$ cat config.mk
export PLATFORM = sky130hd
export DESIGN_NAME = lsl_shift_latch_bank
export DESIGN_NICKNAME = d
export VERILOG_FILES = /design/src/lsl_edge_sync.v /design/src/lsl_pwm_chan.v /design/src/lsl_shift_latch_bank.v
export VERILOG_INCLUDE_DIRS = /design/src
export SDC_FILE = /design/constraint.sdc
export NUM_CORES = 2
export LEC_CHECK = 0
export BUFFER_PORTS_ARGS = -buffer_cell sky130_fd_sc_hd__buf_2
export CAP_MARGIN = 20
export CORE_ASPECT_RATIO = 0.8
export CORE_MARGIN = 3
export CORE_UTILIZATION = 50
export DETAILED_ROUTE_END_ITERATION = 16
export PLACE_DENSITY = 0.73
export RECOVER_POWER = 50
export SYNTH_ARGS = -nofsm -noshare
export SYNTH_HDL_FRONTEND = slang
export SYNTH_SLANG_ARGS = --single-unit
export TNS_END_PERCENT = 1
$ cat constraint.sdc
create_clock -name sys_clk -period 2.9 [get_ports sys_clk]
set_clock_uncertainty 0.2 [all_clocks]
set_input_delay 0.145 -clock sys_clk [delete_from_list [all_inputs] [get_ports sys_clk]]
set_output_delay 0.145 -clock sys_clk [all_outputs]
set_load 0.005 [all_outputs]
$ cat src/lsl_defines.vh
`ifndef LSL_DEFINES_VH
`define LSL_DEFINES_VH
`define LSL_SR_W 257
`define LSL_SR_TOP 256
`define LSL_GS_W 256
`define LSL_CTL1_W 137
`define LSL_CTL2_W 119
`define LSL_CH_N 16
`define LSL_GS_FW 16
`define LSL_DC_FW 7
`define LSL_DC_W 112
`define LSL_BC_LSB 112
`define LSL_BC_MSB 118
`define LSL_BLANK_BIT 119
`define LSL_RPT_BIT 120
`define LSL_TMG_BIT 121
`define LSL_PSAVE_BIT 136
`define LSL_CNT_W 16
`define LSL_CNT_MAX 16'hFFFF
`endif

$ cat src/lsl_edge_sync.v
`timescale 1ns/100ps
`default_nettype none
`include "lsl_defines.vh"
module lsl_edge_sync (
	input wire sys_clk,
	input wire rst,
	input wire async_in,
	output wire level,
	output wire rise
);
	reg meta_q;
	reg sync_q;
	reg prev_q;
	always @(posedge sys_clk) begin
		if (rst) begin
			meta_q <= 1'b0;
			sync_q <= 1'b0;
			prev_q <= 1'b0;
		end else begin
			meta_q <= async_in;
			sync_q <= meta_q;
			prev_q <= sync_q;
		end
	end
	assign level = sync_q;
	assign rise = sync_q & ~prev_q;
endmodule
`default_nettype wire

$ cat src/lsl_pwm_chan.v
`timescale 1ns/100ps
`default_nettype none
`include "lsl_defines.vh"
module lsl_pwm_chan (
	input wire sys_clk,
	input wire rst,
	input wire [15:0] on_count,
	input wire [15:0] gs_count,
	input wire run,
	output reg out_on
);
	// Conventional PWM: on while counter below grayscale value
	always @(posedge sys_clk) begin
		if (rst) begin
			out_on <= 1'b0;
		end else begin
			out_on <= run & (gs_count < on_count);
		end
	end
endmodule
`default_nettype wire

$ cat src/lsl_shift_latch_bank.v
`timescale 1ns/100ps
`default_nettype none
`include "lsl_defines.vh"
// Summary of operation
// RULE1 - Timing reset strobe clears counter, outputs off
// RULE2 - Timing reset strobe loads both grayscale latches
// RULE3 - Timing reset strobe moves correction, brightness
// RULE4 - PWM restarts at next display clock
// RULE5 - Without timing reset, strobe leaves timing alone
// RULE6 - Shift clock shifts serial input upward
// RULE7 - Top shift bit drives serial output
// RULE8 - Top bit zero: strobe loads grayscale latch
// RULE9 - Top bit one: strobe loads control latch
// RULE10 - Second grayscale latch updated three ways
// RULE11 - Second control latch updated at period end
// RULE12 - On-time from second grayscale latch only
// RULE13 - Correction, brightness from second control latch
// RULE14 - Grayscale channel n at bits 16n+15..16n
// RULE15 - Correction channel n at bits 7n+6..7n
// RULE16 - Brightness at control bits 118..112
// RULE17 - Blank bit comes up set
// RULE18 - Controller loads grayscale before enabling outputs
// RULE19 - Controller loads control latches before enabling
// RULE20 - Control latches 137 and 119 bits
// RULE21 - Blank forces off, holds counter zero
// RULE22 - Auto repeat restarts every 65536 clocks
// RULE23 - Bit 121 selects timing reset
// RULE24 - Strobe during blank loads both latches
// RULE25 - Sixteen-bit counter wraps at period end
// RULE26 - Target chosen by top bit at edge
module lsl_shift_latch_bank (
	input wire sys_clk,
	input wire rst,
	input wire serial_in,
	input wire shift_clock,
	input wire latch_strobe,
	input wire display_clock,
	output wire serial_out,
	output wire [15:0] channel_on,
	output reg [111:0] dot_correction_q,
	output reg [6:0] global_brightness_q,
	output reg [255:0] grayscale_active_q,
	output reg [15:0] gs_counter_q,
	output reg blank_q,
	output reg power_save_bit_q,
	output reg period_done_q
);
	wire sin_lvl;
	wire sclk_rise;
	wire lat_rise;
	wire gck_rise;
	reg [`LSL_SR_W-1:0] common_shift_register_q;
	reg [`LSL_GS_W-1:0] first_grayscale_latch_q;
	reg [`LSL_CTL1_W-1:0] first_control_latch_q;
	reg run_q;
	reg restart_q;
	wire [`LSL_CTL1_W-1:0] ctl_new;
	wire gs_write;
	wire ctl_write;
	wire tmg_en;
	wire rpt_en;
	wire wrap;
	wire tmg_reset;

	// Strobe decode shared by both write targets
	function strobe_hit;
		input strobe;
		input top;
		input want;
		begin
			strobe_hit = strobe & (top == want);
		end
	endfunction

	// Channel n field of a latch, channel 0 in the lowest bits
	function [15:0] gs_field;
		input [`LSL_GS_W-1:0] v;
		input integer idx;
		begin
			gs_field = v[idx*`LSL_GS_FW +: `LSL_GS_FW];
		end
	endfunction

	// Data and shift clock share one synchroniser depth so data stays aligned
	lsl_edge_sync u_sin (
		.sys_clk(sys_clk),
		.rst(rst),
		.async_in(serial_in),
		.level(sin_lvl),
		.rise()
	);
	lsl_edge_sync u_sclk (
		.sys_clk(sys_clk),
		.rst(rst),
		.async_in(shift_clock),
		.level(),
		.rise(sclk_rise)
	);
	lsl_edge_sync u_lat (
		.sys_clk(sys_clk),
		.rst(rst),
		.async_in(latch_strobe),
		.level(),
		.rise(lat_rise)
	);
	lsl_edge_sync u_gck (
		.sys_clk(sys_clk),
		.rst(rst),
		.async_in(display_clock),
		.level(),
		.rise(gck_rise)
	);

	// RULE26 top bit select
	assign gs_write = strobe_hit(lat_rise, common_shift_register_q[`LSL_SR_TOP], 1'b0);
	assign ctl_write = strobe_hit(lat_rise, common_shift_register_q[`LSL_SR_TOP], 1'b1);
	assign ctl_new = common_shift_register_q[`LSL_CTL1_W-1:0];
	// RULE23 timing reset bit
	assign tmg_en = first_control_latch_q[`LSL_TMG_BIT];
	// RULE22 repeat bit
	assign rpt_en = first_control_latch_q[`LSL_RPT_BIT];
	// RULE1 timing reset event
	// RULE5 gated by enable
	assign tmg_reset = gs_write & tmg_en;
	// RULE25 wrap at maximum
	assign wrap = gck_rise & run_q & (gs_counter_q == `LSL_CNT_MAX);

	// Next values; every register below loads its next value each cycle
	reg [`LSL_SR_W-1:0] common_shift_register_d;
	reg [`LSL_GS_W-1:0] first_grayscale_latch_d;
	reg [`LSL_CTL1_W-1:0] first_control_latch_d;
	reg blank_d;
	reg power_save_bit_d;
	reg [`LSL_GS_W-1:0] grayscale_active_d;
	reg [`LSL_DC_W-1:0] dot_correction_d;
	reg [6:0] global_brightness_d;
	reg [15:0] gs_counter_d;
	reg run_d;
	reg restart_d;
	reg period_done_d;
	wire chan_run;

	// RULE6 shift on clock edge
	always @* begin
		common_shift_register_d = common_shift_register_q;
		if (sclk_rise) begin
			common_shift_register_d = {common_shift_register_q[`LSL_SR_W-2:0], sin_lvl};
		end
	end

	always @(posedge sys_clk) begin
		if (rst) begin
			common_shift_register_q <= {`LSL_SR_W{1'b0}};
		end else begin
			common_shift_register_q <= common_shift_register_d;
		end
	end
	// RULE7 serial output
	assign serial_out = common_shift_register_q[`LSL_SR_TOP];

	// RULE8 grayscale first latch
	always @* begin
		first_grayscale_latch_d = first_grayscale_latch_q;
		if (gs_write) begin
			first_grayscale_latch_d = common_shift_register_q[`LSL_GS_W-1:0];
		end
	end

	always @(posedge sys_clk) begin
		if (rst) begin
			first_grayscale_latch_q <= {`LSL_GS_W{1'b0}};
		end else begin
			first_grayscale_latch_q <= first_grayscale_latch_d;
		end
	end

	// RULE9 control first latch
	// RULE20 137-bit latch
	always @* begin
		first_control_latch_d = first_control_latch_q;
		blank_d = blank_q;
		power_save_bit_d = power_save_bit_q;
		if (ctl_write) begin
			first_control_latch_d = ctl_new;
			blank_d = ctl_new[`LSL_BLANK_BIT];
			power_save_bit_d = ctl_new[`LSL_PSAVE_BIT];
		end
	end

	// RULE17 blank set at reset
	always @(posedge sys_clk) begin
		if (rst) begin
			first_control_latch_q <= {{(`LSL_CTL1_W-`LSL_BLANK_BIT-1){1'b0}}, 1'b1,
				{`LSL_BLANK_BIT{1'b0}}};
			blank_q <= 1'b1;
			power_save_bit_q <= 1'b0;
		end else begin
			first_control_latch_q <= first_control_latch_d;
			blank_q <= blank_d;
			power_save_bit_q <= power_save_bit_d;
		end
	end

	// RULE10 second grayscale update
	// RULE2 both latches at once
	// RULE24 blank loads both
	always @* begin
		grayscale_active_d = grayscale_active_q;
		if (gs_write & (tmg_en | blank_q)) begin
			grayscale_active_d = common_shift_register_q[`LSL_GS_W-1:0];
		end else if (blank_q | (wrap & rpt_en)) begin
			grayscale_active_d = first_grayscale_latch_q;
		end
	end

	always @(posedge sys_clk) begin
		if (rst) begin
			grayscale_active_q <= {`LSL_GS_W{1'b0}};
		end else begin
			grayscale_active_q <= grayscale_active_d;
		end
	end

	// RULE11 second control update
	// RULE3 moved on timing reset
	// RULE15 correction field
	// RULE16 brightness field
	always @* begin
		dot_correction_d = dot_correction_q;
		global_brightness_d = global_brightness_q;
		if (ctl_write & blank_q) begin
			dot_correction_d = ctl_new[`LSL_DC_W-1:0];
			global_brightness_d = ctl_new[`LSL_BC_MSB:`LSL_BC_LSB];
		end else if (blank_q | wrap | tmg_reset) begin
			dot_correction_d = first_control_latch_q[`LSL_DC_W-1:0];
			global_brightness_d = first_control_latch_q[`LSL_BC_MSB:`LSL_BC_LSB];
		end
	end

	always @(posedge sys_clk) begin
		if (rst) begin
			dot_correction_q <= {`LSL_DC_W{1'b0}};
			global_brightness_q <= 7'h00;
		end else begin
			dot_correction_q <= dot_correction_d;
			global_brightness_q <= global_brightness_d;
		end
	end

	// Counter and run state; a timing reset waits for the next display clock
	always @* begin
		gs_counter_d = gs_counter_q;
		run_d = run_q;
		restart_d = restart_q;
		period_done_d = period_done_q;
		if (blank_q | tmg_reset) begin
			// RULE21 blank holds zero
			// RULE1 counter cleared
			gs_counter_d = 16'h0000;
			run_d = 1'b0;
			restart_d = 1'b1;
			period_done_d = 1'b0;
		end else if (gck_rise) begin
			if (restart_q) begin
				// RULE4 restart with counter at one
				restart_d = 1'b0;
				run_d = 1'b1;
				gs_counter_d = 16'h0001;
				period_done_d = 1'b0;
			end else if (wrap) begin
				// RULE22 repeat or stop
				gs_counter_d = 16'h0000;
				run_d = rpt_en;
				period_done_d = ~rpt_en;
			end else if (run_q) begin
				gs_counter_d = gs_counter_q + 16'h0001;
			end
		end
	end

	always @(posedge sys_clk) begin
		if (rst) begin
			gs_counter_q <= 16'h0000;
			run_q <= 1'b0;
			restart_q <= 1'b0;
			period_done_q <= 1'b0;
		end else begin
			gs_counter_q <= gs_counter_d;
			run_q <= run_d;
			restart_q <= restart_d;
			period_done_q <= period_done_d;
		end
	end

	// Gate on the strobe itself so the channels drop in the same cycle the counter clears
	assign chan_run = run_q & ~blank_q & ~tmg_reset;

	// RULE12 on-time from second latch
	// RULE14 channel field layout
	genvar n;
	generate
		for (n = 0; n < `LSL_CH_N; n = n + 1) begin : g_ch
			wire [15:0] on_count;
			assign on_count = gs_field(grayscale_active_q, n);
			lsl_pwm_chan u_ch (
				.sys_clk(sys_clk),
				.rst(rst),
				.on_count(on_count),
				.gs_count(gs_counter_q),
				.run(chan_run),
				.out_on(channel_on[n])
			);
		end
	endgenerate
	// RULE13 correction outputs registered above
endmodule
`default_nettype wire

# --- Word level (Yosys, flattened, before mapping) ---
# Cells that the tools add are included.
totals:
  regBits: 1058
  in_bits: 6
op_classes:
  add_sub_neg: 1
  n_lt_le_gt_ge: 16
  n_eq_ne: 1
  n_mux: 15
  n_bitwise: 41
  n_reduce_logical: 8
ops:
  columns: ["op", "n"]
  rows:
  - ["256-bit two-way mux", 2]
  - ["16-bit < comparator", 16]
  - ["112-bit two-way mux", 2]
  - ["16-bit two-way mux", 3]
  - ["1-bit AND", 29]
  - ["16-bit by 1-bit adder with 16-bit output, second input constant", 1]
  - ["16-bit == test, second input constant", 1]
  - ["7-bit two-way mux", 2]
  - ["2-bit nonzero test", 4]
  - ["1-bit NOT", 7]
  - ["1-bit two-way mux", 6]
  - ["1-bit OR", 5]
  - ["2-bit AND reduction", 2]
  - ["3-bit nonzero test", 1]
  - ["2-bit OR reduction", 1]

# --- Longest topological paths before layout ---
depth:
  ltp_word: 8
  depth_mapped: 8
  mapped_depth_nobuf: 7

# --- Modules after synthesis ---
# A second synthesis with hierarchy kept.
hier_totals:
  cells_unflattened: 5232
  hier_area_um2: 47503.1
by_module_without_submodules:
  columns: ["module", "instances", "cells_each", "area_per_inst_um2", "seq_area_each_um2"]
  rows:
  - ["lsl_shift_latch_bank", 1, 4340, 40646.5, 20619.8]
  - ["lsl_pwm_chan", 16, 54, 406.6, 20.0]
  - ["lsl_edge_sync", 4, 7, 87.6, 60.1]

# --- Worst setup path after synthesis ---
# No wires, ideal clock.
synth_path:
  path_type: "reg2reg"
  startpoint: "register gs_counter_q[1]"
  endpoint: "register grayscale_active_q[25]"
  setup_time_ns: 0.138
  arrival_ns: 2.382
  t_required_ns: 2.562
  slack_ns: 0.180
  path_stages_with_launch: 8
  path_buffers: 2
  cell_sequence: "dfxtp_1 -> ha_1 -> nand2_1 -> or3_1 -> o31ai_4 -> buf_2 -> buf_1 -> a211oi_1"
synth_between:
  elab_chain_cells: 5
synth_rtl:
  columns: ["element", "line", "rtl"]
  rows:
  - ["start, declared", "lsl_shift_latch_bank.v:43", "output reg [15:0] gs_counter_q,"]
  - ["start signal, assigned", "lsl_shift_latch_bank.v:288", "gs_counter_q <= gs_counter_d;"]
  - ["16-bit == test (no source line)", null, null]
  - ["1-bit AND", "lsl_shift_latch_bank.v:126", "assign wrap = gck_rise & run_q & (gs_counter_q == `LSL_CNT_MAX);"]
  - ["1-bit AND", "lsl_shift_latch_bank.v:211", "end else if (blank_q | (wrap & rpt_en)) begin"]
  - ["1-bit OR", "lsl_shift_latch_bank.v:211", null]
  - ["2-bit nonzero test (no source line)", null, null]
  - ["end signal, assigned", "lsl_shift_latch_bank.v:218", "grayscale_active_q <= {`LSL_GS_W{1'b0}};"]
  - ["end signal, assigned", "lsl_shift_latch_bank.v:220", "grayscale_active_q <= grayscale_active_d;"]
  - ["end, declared", "lsl_shift_latch_bank.v:42", "output reg [255:0] grayscale_active_q,"]
# No other way between the ends.
# A chain may end at the register's enable or synchronous reset.

# --- Worst setup path after layout ---
layout_path:
  startpoint: "register u_lat.sync_q, in the netlist u_lat.level"
  endpoint: "register first_grayscale_latch_q[1]"
layout_between:
  elab_chain_cells: 2
layout_rtl:
  columns: ["element", "line", "rtl"]
  rows:
  - ["start, declared", "lsl_edge_sync.v:12", "reg sync_q;"]
  - ["start signal, assigned", "lsl_edge_sync.v:21", "sync_q <= meta_q;"]
  - ["1-bit AND", "lsl_edge_sync.v:26", "assign rise = sync_q & ~prev_q;"]
  - ["1-bit AND", "lsl_shift_latch_bank.v:71", "strobe_hit = strobe & (top == want);"]
  - ["end signal, assigned", "lsl_shift_latch_bank.v:171", "first_grayscale_latch_q <= {`LSL_GS_W{1'b0}};"]
  - ["end signal, assigned", "lsl_shift_latch_bank.v:173", "first_grayscale_latch_q <= first_grayscale_latch_d;"]
  - ["end, declared", "lsl_shift_latch_bank.v:53", "reg [`LSL_GS_W-1:0] first_grayscale_latch_q;"]
# No other way between the ends.

==> results.yml <==
synthesis:
  synth_area_um2: 45300
  synth.avg_cell_area_um2: 8.37
  ys_seq_elements: 1057
  synthArstFlopShare_pct: 0
  ys_seq_area_share_pct: 46.7
  synth_flop_cell: "dfxtp_1"
  syn_inst: 5418
  ys_types: 46
  synth_fp_nets: 5665
  synth_edf_count: 0
  synth_warnings: 0
worst_setup_path:
  startpoint_type: "register"
  reg2reg_to: "first_grayscale_latch_q[1]"
  path_depth: 5
  critPathRequiredTime_ps: 3260
  critPathMaxFanout: 128
  end_kind: "register"
  critPathKind: "reg2reg"
  cp-startpoint: "u_lat.level"
  rr_worst_depth: 5
  r2r-start: "u_lat.level"
  critical-path-top-delay-family: "buffers and inverters"
  cp_slowest_cell: "buf_4"
  critical_path_buf_inv_count: 2
  crit_path_frequent_cell: "buf_4"
  max_stage_delay_ps: 1020
  critical_path_arrival_ps: 3140
  crit_path_cell_trace: "nor3b_2 -> buf_4 -> buf_4 -> nand2_1 -> a21oi_1"
  endpoint: "first_grayscale_latch_q[1]"
  regToRegSetupSlack_ps: 120
min_path:
  hold_class: "reg2reg"
flow_run:
  cap_violations: 2
layout:
  drive_gt1_share_pct: 7.54
  final_nets: 5899
  area_growth_syn_to_layout_pct: 14.8
  final_cell_mix: "1313 x nand2_1, 1041 x dfxtp_1, 704 x a21oi_1"
  final_common_cell: "nand2_1"
clock_network:
  clk_path_buf_depth: 3
  htree_levels: 3
  post-cts-setup-buffers: 0
  clk_latency_ps: 680
  cts-root-buf: "clkbuf_16"
  cts.reportedPaths.clkPinSlew_ps: 60
  cts_num_sinks: 1057
  cts_tree: "yes"
  cts_made_buffers: 105
die:
  ios: 417
  die_y_um: 275
  die_area_um2: 94300
  fp.dieW_um: 343
  start_util_pct: 50.6
  fp-row-count: 98
  coreArea_um2: 89600
power_and_ir_drop:
  power.density_nw_per_um2: 573
  ir_drop_uv: 574
  leakagePower_nw: 21.4
  power_mw: 29.8
drt:
  ant_nets: 0
  dr_total_vias: 37970
  first_iter_violations: 3209
  wl_per_cell_um: 18.5
  drc: 0
  vias_per_cell: 5.47
  drt_wl_total_um: 129000
  drt-pass1-iter-count: 5
timing:
  max_clock_freq_mhz: 360
  tns_ps: 0
  worst-slew-pin-transition_ps: 1780
  fin_crit_ps: 2780
  drv_slew: 157
  setup_violations: 0
  hold_viol_final: 0
  rsz0062_at_grt: "false"
  min_period_over_period_pct: 95.8
  max_slew_margin_pct: -18.8
outcome:
  violations: "max-capacitance violations, max-slew violations"
  status: "complete, but fails checks"
grt:
  grt_max_degree: 180
  use_met2_pct: 42.3
  met1_usage_pct: 34.7
  grt_util_all_layers_pct: 26.3
  grt_busiest_layer: "met2"
  gr-total-overflow: 0
  grt_pass1_wl_um: 197000
  use_met3_pct: 4.81
  antenna_found_initial: 5
  first_global_vias: 34859
placed_design:
  gp_congestion: 0.841
  portBuffers: 416
  dpl.hpwl_um: 80400
==> Yosys cell counts, types with 6 or more instances <==
master / number / area [um2]
a2111oi_0: 13 / 114
a211o_1: 9 / 78.8
a211oi_1: 392 / 2940
a21o_1: 19 / 143
a21oi_1: 704 / 3520
a311oi_1: 8 / 70.1
and4_1: 8 / 70.1
buf_1: 26 / 97.6
buf_2: 52 / 260
buf_4: 26 / 195
clkbuf_1: 294 / 1100
dfxtp_1: 1057 / 21200
ha_1: 241 / 3020
inv_1: 252 / 946
mux2i_1: 375 / 3750
nand2_1: 1314 / 4930
nand2b_1: 19 / 119
nand3_1: 21 / 105
nand3b_1: 6 / 45.0
nand4_1: 31 / 194
nor2_1: 409 / 1540
nor2b_1: 29 / 181
nor4_1: 15 / 93.8
o21a_1: 6 / 45.0
o21ai_0: 48 / 240
xor2_1: 11 / 96.3
==> cell families (layout without fill, tap and decap cells) <==
| logic type | count (synthesis) | count (layout) | synth area share [%] |
|---|---|---|---|
| other | 0 | 1 | 0 |
| DFF | 1057 | 1057 | 46.7 |
| muxes | 375 | 375 | 8.28 |
| AOI/OAI and AO/OA | 1217 | 1217 | 16.1 |
| xor gates and xnor gates | 14 | 14 | 0.271 |
| buffers and inverters | 650 | 975 | 5.74 |
| adders and majority gates | 241 | 241 | 6.65 |
| and+or+nand+nor | 1864 | 1864 | 16.2 |
==> what timing repair did <==
item / CTS / global route
hold buffers: 9 / 0
endpoints found under the setup margin: 0 / 0
endpoints found under the hold margin: 251 / 0
resized for setup: 0 / 0
==> per-layer routing <==
| metal | share of wire, % | vias up |
|---|---|---|
| met5 | 0 | - |
| met4 | 4.4 | 0 |
| met3 | 6.6 | 256 |
| met2 | 45 | 1018 |
| met1 | 44 | 17874 |
| li1 | - | 18822 |
==> report_power, final <==
part | switching [mW] | internal (mW)
clock network | 5.86 | 8.75
registers | 0.00472 | 14.5
logic | 0.531 | 0.141
==> worst min-delay path by stage <==
stage	startpoint	to	slack [ps]	cells after the start
final	u_gck.meta_q	u_gck.level	240	1
after global routing	u_gck.meta_q	u_gck.level	260	1
after CTS	rst	u_gck.level	170	3
after detailed placement	serial_in	u_sin.meta_q	160	2
after global placement	serial_in	u_sin.meta_q	160	2
after floorplan	display_clock	u_gck.meta_q	70	1
==> sequential cells by signal (all words and copies together) (netlist names), 7 cells and up <==
| name | flops |
|---|---|
| dot_correction_q | 112 |
| gs_counter_q | 16 |
| common_shift_register_q | 257 |
| global_brightness_q | 7 |
| first_control_latch_q | 122 |
| first_grayscale_latch_q | 256 |
| grayscale_active_q | 256 |
| g_ch.u_ch.out_on | 16 |
==> stage by stage <==
step | hold slack [ps] | utilization [%] | worst slack [ps] | cells | area (um2)
global route | 261 | 58.1 | 16.4 | 6943 | 52100
CTS | 169 | 58.6 | 181 | 6943 | 52500
detailed placement | 157 | 54.3 | 210 | 6736 | 48700
global placement | 157 | 54.3 | 289 | 6736 | 48700
floorplan | 73.2 | - | 180 | 5418 | 45300
finish | 238 | 58.1 | 122 | 6944 | 52100
==> worst register-to-register path, stage by stage (launching register included) <==
cell and delay, ps:
dfxtp_1 380, nor3b_2 220, buf_4 170, buf_4 1020, nand2_1 490, a21oi_1 190
==> final cells by class <==
class,count,area [um2]
fillers,8008,37600
clock inverters,46,639
diodes,1,2.50
flip-flops and latches,1057,21200
well taps,1200,1500
inverters,252,946
clock buffers,152,3130
multi-input cells,3711,21600
repair buffers,525,3050
No activity file was read; power rests on OpenSTA's default activity.
